`src/verilog/pms_pkg.sv`:
```
package pms_pkg;

	typedef enum logic [1:0] {
		PMS_OFF,
		PMS_MAN,
		PMS_SEMI,
		PMS_AUTO
	} pms_mode_t;

	typedef enum logic [2:0] {
		PMS_P_IDLE,
		PMS_P_DET,
		PMS_P_CLS,
		PMS_P_CLS2,
		PMS_P_RDY,
		PMS_P_ON,
		PMS_P_COOL
	} pms_pst_t;

	// register byte offsets
	localparam logic [7:0] PMS_A_MODE  = 8'h00;
	localparam logic [7:0] PMS_A_EN    = 8'h04;
	localparam logic [7:0] PMS_A_POWER = 8'h08;
	localparam logic [7:0] PMS_A_TECL  = 8'h0C;
	localparam logic [7:0] PMS_A_CURRENT_FOLDBACK_LIMIT_FAULT  = 8'h10;
	localparam logic [7:0] PMS_A_START = 8'h14;
	localparam logic [7:0] PMS_A_COOL  = 8'h18;
	localparam logic [7:0] PMS_A_STAT  = 8'h1C;

	localparam int PMS_MASK_BIT = 4;

	// class result codes from the classification front end
	localparam logic [2:0] PMS_CLS_4   = 3'h4;
	localparam logic [2:0] PMS_CLS_OC  = 3'h5;
	localparam logic [2:0] PMS_CLS_MIS = 3'h6;
	localparam logic [2:0] PMS_CLS_UNK = 3'h7;

	localparam logic [2:0] PMS_ICUT_LOW  = 3'h0;
	localparam logic [2:0] PMS_ICUT_HIGH = 3'h6;

	// timing
	localparam int PMS_CLK_HZ     = 10_000_000;
	localparam int PMS_TON_MS     = 400;
	localparam int PMS_TON_CYC    = PMS_TON_MS * (PMS_CLK_HZ / 1000);
	localparam int PMS_STAG_CYC   = 2000;
	localparam int PMS_TICK_CYC   = 1000;
	localparam int PMS_TON_W      = 22;
	localparam int PMS_CNT_W      = 16;
	localparam int PMS_BOOT_CAP   = 2;

	typedef struct packed {
		logic       det_done;
		logic       det_ok;
		logic       cls_done;
		logic [2:0] cls_code;
		logic       start_oc;
		logic       ocut;
		logic       foldback;
		logic       disc;
	} pms_port_in_t;

	typedef struct packed {
		logic       det_req;
		logic       cls_req;
		logic       pwr_en;
		logic [2:0] current_foldback_limit_fault;
		logic       hp;
	} pms_port_out_t;

	typedef struct packed {
		pms_mode_t [3:0]                mode;
		pms_pst_t  [3:0]                st;
		logic [3:0]                     det_en;
		logic [3:0]                     cls_en;
		logic [3:0]                     tecl;
		logic [3:0]                     flag;
		logic [3:0]                     pend;
		logic [3:0]                     det_req;
		logic [3:0]                     cls_req;
		logic                           mask;
		logic [3:0][2:0]                current_foldback_limit_fault;
		logic [3:0]                     hp;
		logic [3:0][2:0]                cls;
		logic [7:0]                     cool_len;
		logic [3:0][7:0]                cool;
		logic [3:0][PMS_TON_W-1:0]      ton;
		logic [PMS_CNT_W-1:0]           gap;
		logic [PMS_CNT_W-1:0]           tick;
		logic                           boot_s1;
		logic                           boot_s2;
		logic [1:0]                     boot_cnt;
		logic [31:0]                    prdata;
		logic                           pslverr;
	} pms_state_t;

	function automatic logic pms_cls_good(input logic [2:0] code);
		return code <= PMS_CLS_4;
	endfunction

endpackage

```
`src/verilog/pms_sequencer.sv`:
```
`timescale 1ns/1ns
`default_nettype none

module pms_sequencer
	import pms_pkg::*;
#(
	parameter int TON_CYC  = PMS_TON_CYC,
	parameter int STAG_CYC = PMS_STAG_CYC,
	parameter int TICK_CYC = PMS_TICK_CYC
) (
	input  wire logic                sys_clk,  // 10 MHz clock
	input  wire logic                reset,    // async, active high
	input  wire logic                boot_pin, // standalone strap pin
	input  wire logic                psel,     // apb select
	input  wire logic                penable,  // apb enable
	input  wire logic                pwrite,   // apb direction
	input  wire logic [7:0]          paddr,    // apb byte address
	input  wire logic [31:0]         pwdata,   // apb write data
	output logic [31:0]              prdata,   // apb read data
	output logic                     pready,   // apb ready
	output logic                     pslverr,  // apb error
	input  wire pms_port_in_t [3:0]  port_i,   // front end results
	output pms_port_out_t [3:0]      port_o,   // port controls
	output logic                     irq       // start fault interrupt
);

	if (TON_CYC < 1 || TON_CYC >= (1 << PMS_TON_W))
		$error("TON_CYC out of range");
	if (STAG_CYC < 1 || STAG_CYC >= (1 << PMS_CNT_W))
		$error("STAG_CYC out of range");
	if (TICK_CYC < 1 || TICK_CYC >= (1 << PMS_CNT_W))
		$error("TICK_CYC out of range");

	pms_state_t q_r;
	pms_state_t q_nxt;
	logic       wr;
	logic [3:0] button;
	logic [3:0] off_cmd;
	logic [3:0] pwr;

	assign wr      = psel & penable & pwrite;
	assign button  = (wr && paddr == PMS_A_POWER) ? pwdata[3:0] : 4'h0;
	assign off_cmd = (wr && paddr == PMS_A_POWER) ? pwdata[7:4] : 4'h0;
	assign pready  = 1'b1;
	assign prdata  = q_r.prdata;
	assign pslverr = q_r.pslverr;
	assign irq     = q_r.mask & (|q_r.flag);

	always_comb begin
		for (int i = 0; i < 4; i++) begin
			pwr[i] = (q_r.st[i] == PMS_P_ON);
			port_o[i].det_req = q_r.det_req[i];
			port_o[i].cls_req = q_r.cls_req[i];
			port_o[i].pwr_en  = pwr[i];
			port_o[i].current_foldback_limit_fault    = q_r.current_foldback_limit_fault[i];
			port_o[i].hp      = q_r.hp[i];
		end
	end

	always_comb begin
		logic       fin;
		logic       good;
		logic       tick_hit;
		logic       fault;
		logic [3:0] det_go;
		logic [3:0] cls_go;
		logic [15:0] il;
		fin      = 1'b0;
		good     = 1'b0;
		fault    = 1'b0;
		il       = 16'h0000;
		tick_hit = (q_r.tick == '0);
		det_go   = 4'h0;
		cls_go   = 4'h0;
		q_nxt    = q_r;
		q_nxt.det_req = 4'h0;
		q_nxt.cls_req = 4'h0;
		q_nxt.tick = tick_hit ? PMS_CNT_W'(TICK_CYC - 1)
		                      : q_r.tick - 1'b1;
		if (q_r.gap != '0)
			q_nxt.gap = q_r.gap - 1'b1;

		// strap sampled two edges after release, once synchronised
		q_nxt.boot_s1 = boot_pin;
		q_nxt.boot_s2 = q_r.boot_s1;
		if (q_r.boot_cnt != 2'(PMS_BOOT_CAP + 1))
			q_nxt.boot_cnt = q_r.boot_cnt + 1'b1;
		if (q_r.boot_cnt == 2'(PMS_BOOT_CAP) && q_r.boot_s2) begin
			q_nxt.mode   = '{PMS_AUTO, PMS_AUTO, PMS_AUTO, PMS_AUTO};
			q_nxt.det_en = 4'hF;
			q_nxt.cls_en = 4'hF;
			q_nxt.tecl   = 4'hF;
			q_nxt.mask   = 1'b1;
		end

		// register writes
		if (wr) begin
			case (paddr)
				PMS_A_MODE: for (int i = 0; i < 4; i++)
					q_nxt.mode[i] = pms_mode_t'(pwdata[2*i +: 2]);
				PMS_A_EN: begin
					det_go = pwdata[3:0] & ~q_r.det_en;
					cls_go = pwdata[7:4] & ~q_r.cls_en;
					q_nxt.det_en = pwdata[3:0];
					q_nxt.cls_en = pwdata[7:4];
				end
				PMS_A_TECL: q_nxt.tecl = pwdata[3:0];
				PMS_A_CURRENT_FOLDBACK_LIMIT_FAULT: begin
					for (int i = 0; i < 4; i++) begin
						q_nxt.current_foldback_limit_fault[i] = pwdata[4*i +: 3];
						q_nxt.hp[i]   = pwdata[4*i + 3];
					end
				end
				PMS_A_START: begin
					q_nxt.flag = q_r.flag & ~pwdata[3:0];
					q_nxt.mask = pwdata[PMS_MASK_BIT];
				end
				PMS_A_COOL: q_nxt.cool_len = pwdata[7:0];
				default: ;
			endcase
		end

		// read data captured in the setup cycle, so access needs no wait
		if (psel && !penable) begin
			q_nxt.pslverr = 1'b0;
			for (int i = 0; i < 4; i++)
				il[4*i +: 4] = {q_r.hp[i], q_r.current_foldback_limit_fault[i]};
			case (paddr)
				PMS_A_MODE:  q_nxt.prdata = {24'h00_0000, q_r.mode};
				PMS_A_EN:    q_nxt.prdata = {24'h00_0000, q_r.cls_en,
				                             q_r.det_en};
				PMS_A_POWER: q_nxt.prdata = {24'h00_0000, q_r.pend, pwr};
				PMS_A_TECL:  q_nxt.prdata = {28'h000_0000, q_r.tecl};
				PMS_A_CURRENT_FOLDBACK_LIMIT_FAULT:  q_nxt.prdata = {16'h0000, il};
				PMS_A_START: q_nxt.prdata = {27'h000_0000, q_r.mask,
				                             q_r.flag};
				PMS_A_COOL:  q_nxt.prdata = {24'h00_0000, q_r.cool_len};
				PMS_A_STAT:  q_nxt.prdata = {20'h0_0000, q_r.st};
				default: begin
					q_nxt.prdata  = 32'h0000_0000;
					q_nxt.pslverr = 1'b1;
				end
			endcase
		end

		for (int i = 0; i < 4; i++) begin
			fin   = 1'b0;
			good  = 1'b0;
			fault = port_i[i].start_oc | port_i[i].ocut |
			        port_i[i].foldback;
			if (q_r.ton[i] != '0)
				q_nxt.ton[i] = q_r.ton[i] - 1'b1;

			case (q_r.st[i])
				PMS_P_IDLE: begin
					if (q_r.mode[i] == PMS_MAN) begin
						if (det_go[i]) begin
							q_nxt.st[i]      = PMS_P_DET;
							q_nxt.det_req[i] = 1'b1;
						end else if (cls_go[i]) begin
							q_nxt.st[i]      = PMS_P_CLS;
							q_nxt.cls_req[i] = 1'b1;
						end
					end else if (q_r.mode[i] != PMS_OFF && q_r.det_en[i])
						begin
						q_nxt.st[i]      = PMS_P_DET;
						q_nxt.det_req[i] = 1'b1;
						q_nxt.cls[i]     = 3'h0;
					end
				end
				PMS_P_DET: begin
					if (port_i[i].det_done) begin
						if (port_i[i].det_ok)
							q_nxt.ton[i] = PMS_TON_W'(TON_CYC);
						if (q_r.mode[i] == PMS_MAN)
							q_nxt.st[i] = PMS_P_IDLE;
						else if (port_i[i].det_ok && q_r.cls_en[i]) begin
							q_nxt.st[i]      = PMS_P_CLS;
							q_nxt.cls_req[i] = 1'b1;
						end else begin
							fin  = 1'b1;
							good = port_i[i].det_ok;
						end
					end
				end
				PMS_P_CLS, PMS_P_CLS2: begin
					if (port_i[i].cls_done) begin
						q_nxt.cls[i] = port_i[i].cls_code;
						if (q_r.st[i] == PMS_P_CLS &&
						    port_i[i].cls_code == PMS_CLS_4 &&
						    q_r.tecl[i]) begin
							q_nxt.st[i]      = PMS_P_CLS2;
							q_nxt.cls_req[i] = 1'b1;
						end else if (q_r.mode[i] == PMS_MAN)
							q_nxt.st[i] = PMS_P_IDLE;
						else begin
							fin  = 1'b1;
							good = pms_cls_good(port_i[i].cls_code);
						end
					end
				end
				PMS_P_RDY: begin
					if (q_r.ton[i] == '0) begin
						q_nxt.st[i]      = PMS_P_DET;
						q_nxt.det_req[i] = 1'b1;
					end else if (q_r.gap == '0 && q_nxt.gap == '0) begin
						q_nxt.st[i]   = PMS_P_ON;
						q_nxt.pend[i] = 1'b0;
						q_nxt.gap     = PMS_CNT_W'(STAG_CYC);
						if (q_r.mode[i] == PMS_AUTO) begin
							q_nxt.current_foldback_limit_fault[i] = (q_r.cls[i] == PMS_CLS_4)
							              ? PMS_ICUT_HIGH : PMS_ICUT_LOW;
							q_nxt.hp[i]   = (q_r.cls[i] == PMS_CLS_4);
						end
					end
				end
				PMS_P_COOL: begin
					if (tick_hit) begin
						if (q_r.cool[i] == 8'h00)
							q_nxt.st[i] = PMS_P_IDLE;
						else
							q_nxt.cool[i] = q_r.cool[i] - 1'b1;
					end
				end
				default: ;
			endcase

			// end of a semi or auto cycle
			if (fin) begin
				if (!good) begin
					if (q_r.mode[i] == PMS_AUTO || q_r.pend[i])
						q_nxt.flag[i] = 1'b1;
					q_nxt.pend[i] = 1'b0;
					q_nxt.st[i]   = PMS_P_IDLE;
				end else if (q_r.mode[i] == PMS_AUTO || q_r.pend[i])
					q_nxt.st[i] = PMS_P_RDY;
				else
					q_nxt.st[i] = PMS_P_IDLE;
			end

			// push-button request
			if (button[i]) begin
				case (q_r.mode[i])
					PMS_MAN: begin
						if (!fault)
							q_nxt.st[i] = PMS_P_ON;
					end
					PMS_SEMI: begin
						if (q_r.st[i] != PMS_P_COOL &&
						    q_r.st[i] != PMS_P_ON &&
						    q_r.det_en[i])
							q_nxt.pend[i] = 1'b1;
					end
					default: ;
				endcase
			end

			// shutdown causes for a powered port
			if (q_r.st[i] == PMS_P_ON) begin
				if (fault) begin
					if (q_r.mode[i] == PMS_MAN)
						q_nxt.st[i] = PMS_P_IDLE;
					else begin
						q_nxt.st[i]   = PMS_P_COOL;
						q_nxt.cool[i] = q_r.cool_len;
					end
				end else if (port_i[i].disc || off_cmd[i])
					q_nxt.st[i] = PMS_P_IDLE;
			end
			if (port_i[i].start_oc && q_r.mode[i] != PMS_OFF)
				q_nxt.flag[i] = 1'b1;

			if (q_r.mode[i] == PMS_OFF) begin
				q_nxt.st[i]     = PMS_P_IDLE;
				q_nxt.pend[i]   = 1'b0;
				q_nxt.det_en[i] = 1'b0;
				q_nxt.cls_en[i] = 1'b0;
				q_nxt.flag[i]   = 1'b0;
				q_nxt.det_req[i] = 1'b0;
				q_nxt.cls_req[i] = 1'b0;
			end
		end
	end

	always_ff @(posedge sys_clk or posedge reset) begin
		if (reset) begin
			q_r        <= '0;
			q_r.mode   <= '{PMS_AUTO, PMS_AUTO, PMS_AUTO, PMS_AUTO};
			q_r.det_en <= 4'hF;
			q_r.cls_en <= 4'hF;
			q_r.mask   <= 1'b1;
		end else begin
			q_r <= q_nxt;
		end
	end

	localparam int P0 = 0, P1 = 1, P2 = 2, P3 = 3; // ports per scenario
endmodule

`default_nettype wire

```
`config.mk`:
```
export PLATFORM = sky130hd
export DESIGN_NAME = pms_sequencer
export DESIGN_NICKNAME = d
export VERILOG_FILES = /design/src/verilog/pms_pkg.sv /design/src/verilog/pms_sequencer.sv
export SDC_FILE = /design/constraint.sdc
export NUM_CORES = 1
export LEC_CHECK = 0
export BUFFER_PORTS_ARGS = -buffer_cell sky130_fd_sc_hd__buf_2
export CORE_MARGIN = 3
export CORE_UTILIZATION = 50
export CTS_BUF_LIST = sky130_fd_sc_hd__clkbuf_4
export CTS_CLUSTER_SIZE = 30
export DETAILED_ROUTE_END_ITERATION = 10
export GPL_TIMING_DRIVEN = 1
export MAX_ROUTING_LAYER = met4
export PLACE_DENSITY_LB_ADDON = 0.15
export REMOVE_ABC_BUFFERS = 1
export SLEW_MARGIN = 20
export SYNTH_ARGS = -nofsm -noshare
export SYNTH_HDL_FRONTEND = slang
export SYNTH_SLANG_ARGS = --single-unit
```
`constraint.sdc`:
```
create_clock -name sys_clk -period 11.13 [get_ports sys_clk]
set_input_delay 0.5565 -clock sys_clk [delete_from_list [all_inputs] [get_ports sys_clk]]
set_output_delay 0.5565 -clock sys_clk [all_outputs]
set_load 0.01 [all_outputs]
```
==> metrics.cfg <==
[status]
outcome=finished clean

[place]
port_buffers=115
place.gp.congestion=0.943
dp_hpwl_um=29000
pre_cts_ws_ps=7630

[clocking]
clkLatencyLatePin_ps=710
tritoncts=built
cts.sinks=258
clockBufferDepth=3
cts_buffers=73
cts_resized=0
h-tree-depth=3
root_buffer=clkbuf_4
clk_pin_slew_worst_paths_ps=60

[routing]
first_pass_iters=8
wl_per_cell_um=18.6
ant_nets=0
via_count=13030
wl_um=41200
drtIter0Drc=992
viasPerCell=5.90
drc_errors=0

[synth]
yosys.cell_count.top_type=dfrtp_1
synthTopCellsByCount=241 x dfrtp_1, 195 x nor2_1, 174 x nand2_1
synth_flop_cell=dfrtp_1
syn_area_per_cell_um2=8.84
synth_mux_area_share_pct=3.13
yosysTopAreaCell=dfrtp_1
synth-edff-count=0
yosysSeqAreaShare_pct=43.7
synth_top_family_by_area=simple AND/OR/NAND/NOR gates
synth_compound_area_share_pct=15.1
synth-xor-area-share_pct=4.90
ys_ff_latch=258
synth-adder-area-share_pct=1.35
yosys.area_share.simple_pct=25.9
syn_area_mm2=0.0148
synth_cell_type_count=79
synthCells=1676
ys_async_sr_fraction_pct=100
synth_area_leaders=dfrtp_1 41%, nor2_1 4.9%, nand2_1 4.4%
synth.top_cell.area_share_pct=40.7
yosys_warnings=0

[setup_path]
reg2reg_to=port_o[23]
path_buf_inv=1
slowest_delay_ps=670
worst-path-max-fanout=7
end_kind=flop
path_cells=inv_1, ha_1, nor2b_1, nand4_1, o21ai_0, nand3_4, nor4_4, mux2i_1
r2r_cells=8
required_ps=11750
crit_family=simple AND/OR/NAND/NOR gates
r2r_setup_slack_ps=7990
timing.rr.start=q_r[91]
crit_type=reg2reg
worstPathArrival_ps=3750
start_kind=flop
cp_slowest_cell=o21ai_0

[global_route]
grt_start_max_net_pins=119
gr-total-overflow=0
antenna_found_initial=2
grt_pass1_vias=12492
grt_pass1_wl_um=65600
track_usage_pct=26.5

[power]
peakVddDrop_v=0.000117
leakage_uw=0.00688
power_uw=2950
power.density_mw_per_mm2=180

[final_layout]
syn2layout_area_growth_pct=10.7
multiInputGateArea_mm2=0.00758
n_fill_cell=2658
utilization_pct=56.7
seq_area_mm2=0.00648
num-nets-final=1874
drive_above_1_share_pct=16.4

[floorplan]
die_w_um=178
rows=62
design.core.area_mm2=0.0289
boundaryPins=149
die_h_um=178
initial_core_util_pct=51.2
dieArea_mm2=0.0317

[worst_hold_path]
min_path_type=in2async

[timing]
skew_ps=47.1
period_share_pct=28.2
slew_headroom_pct=29.2
rsz0062_at_grt=false
fin_ws_ps=7990
worst_slew_pin_slew_ps=1060
setup_tns_ps=0
clock.fmax_ghz=0.319
fin_crit_ps=3140
finalMaxSlewViolations=0
setup_violations=0
hold_violations=0

[flow_run]
drv_cap=0

==> sequential cells by signal, indices dropped and copies added (netlist names) <==
| signal | flops |
|---|---|
| q_r | 216 |
| q_nxt | 1 |
| port_o | 24 |
| prdata | 16 |
| pslverr | 1 |
==> area by class of cell <==
cell class,count,area share [%]
inverter,53,1.26
clock buffer,103,4.71
multi-input combinational,1257,46.2
tap,384,2.93
antenna,2,0.0305
timing repair buffer,129,4.21
sequential,258,39.5
clock inverter,24,1.19
==> layer usage <==
metal / wire length [um] / vias to the layer above / part of all wire, % / global-route usage [%]
met4: 1220 / 0 / 3.0 / 9.51
met5: 0 / - / 0 / -
li1: - / 6176 / - / -
met2: 19400 / 463 / 47 / 41.3
met1: 17600 / 6295 / 43 / 33.9
met3: 2930 / 96 / 7.1 / 6.32
==> power breakdown <==
part / internal, uW / leakage (uW) / switching (uW)
sequential: 1100 / 0.00305 / 215
combinational: 286 / 0.00326 / 407
clock: 518 / 0.000564 / 416
total: 1910 / 0.00688 / 1040
==> per-stage QoR <==
| stage | hold slack (ps) | cell area, um^2 | std cells |
|---|---|---|---|
| 2_1_floorplan | 331 | 14200 | 1568 |
| 3_3_place_gp | 336 | 15400 | 2079 |
| 3_5_place_dp | 340 | 15400 | 2080 |
| 4_1_cts | 39.2 | 16400 | 2208 |
| 5_1_grt | 79.9 | 16400 | 2210 |
| 6_report | 48.1 | 16400 | 2210 |
==> repair_timing <==
item                      in CTS  in global routing
buffers inserted               0                  0
hold endpoints to repair       1                  0
hold buffers                   1                  0
==> worst max-delay path by stage <==
stage | from | end | slack (ps) | cells after the start
6_report | q_r[91] | port_o[23] | 7990 | 8
5_1_grt | q_r[96] | port_o[23] | 7660 | 6
4_1_cts | q_r[96] | port_o[24] | 7990 | 6
3_5_place_dp | paddr[1] | q_r[254] | 7630 | 7
3_3_place_gp | paddr[3] | port_o[5] | 7700 | 7
2_1_floorplan | reset | port_o[0] | 3500 | 1
==> worst reg2reg max path, stage by stage, from the launching register on <==
cell,delay (ps)
dfrtp_1,390
inv_1,80
ha_1,150
nor2b_1,380
nand4_1,320
o21ai_0,670
nand3_4,280
nor4_4,560
mux2i_1,250
==> cells in the final DEF, fill, tap and decap left out, drive strengths merged, types with 15 or more instances in the layout <==
master  netlist  routed
a31oi        20      20
clkinv        0      19
inv          53      54
nor4         29      29
or3          36      36
or4          20      20
nor3b        15      15
a21oi        81      81
mux2i        34      34
ha           16      16
nand4        17      17
xor2         38      38
nor2b        24      24
dfstp        17      17
clkbuf       60     103
dfrtp       241     241
conb          2      17
nand2       175     175
xnor2        45      45
nand2b       17      17
buf          63     128
nor3         85      85
nor2        195     195
nand3        61      61
o21ai       101     101
==> cell families after synthesis <==
kind of cell | count (synthesis)
buf+inv | 176
xor+xnor | 83
mux | 45
compound gates | 344
flops | 258
simple gates | 752
other cells | 2
fa+ha+maj | 16
(Power assumes the default switching activity.)
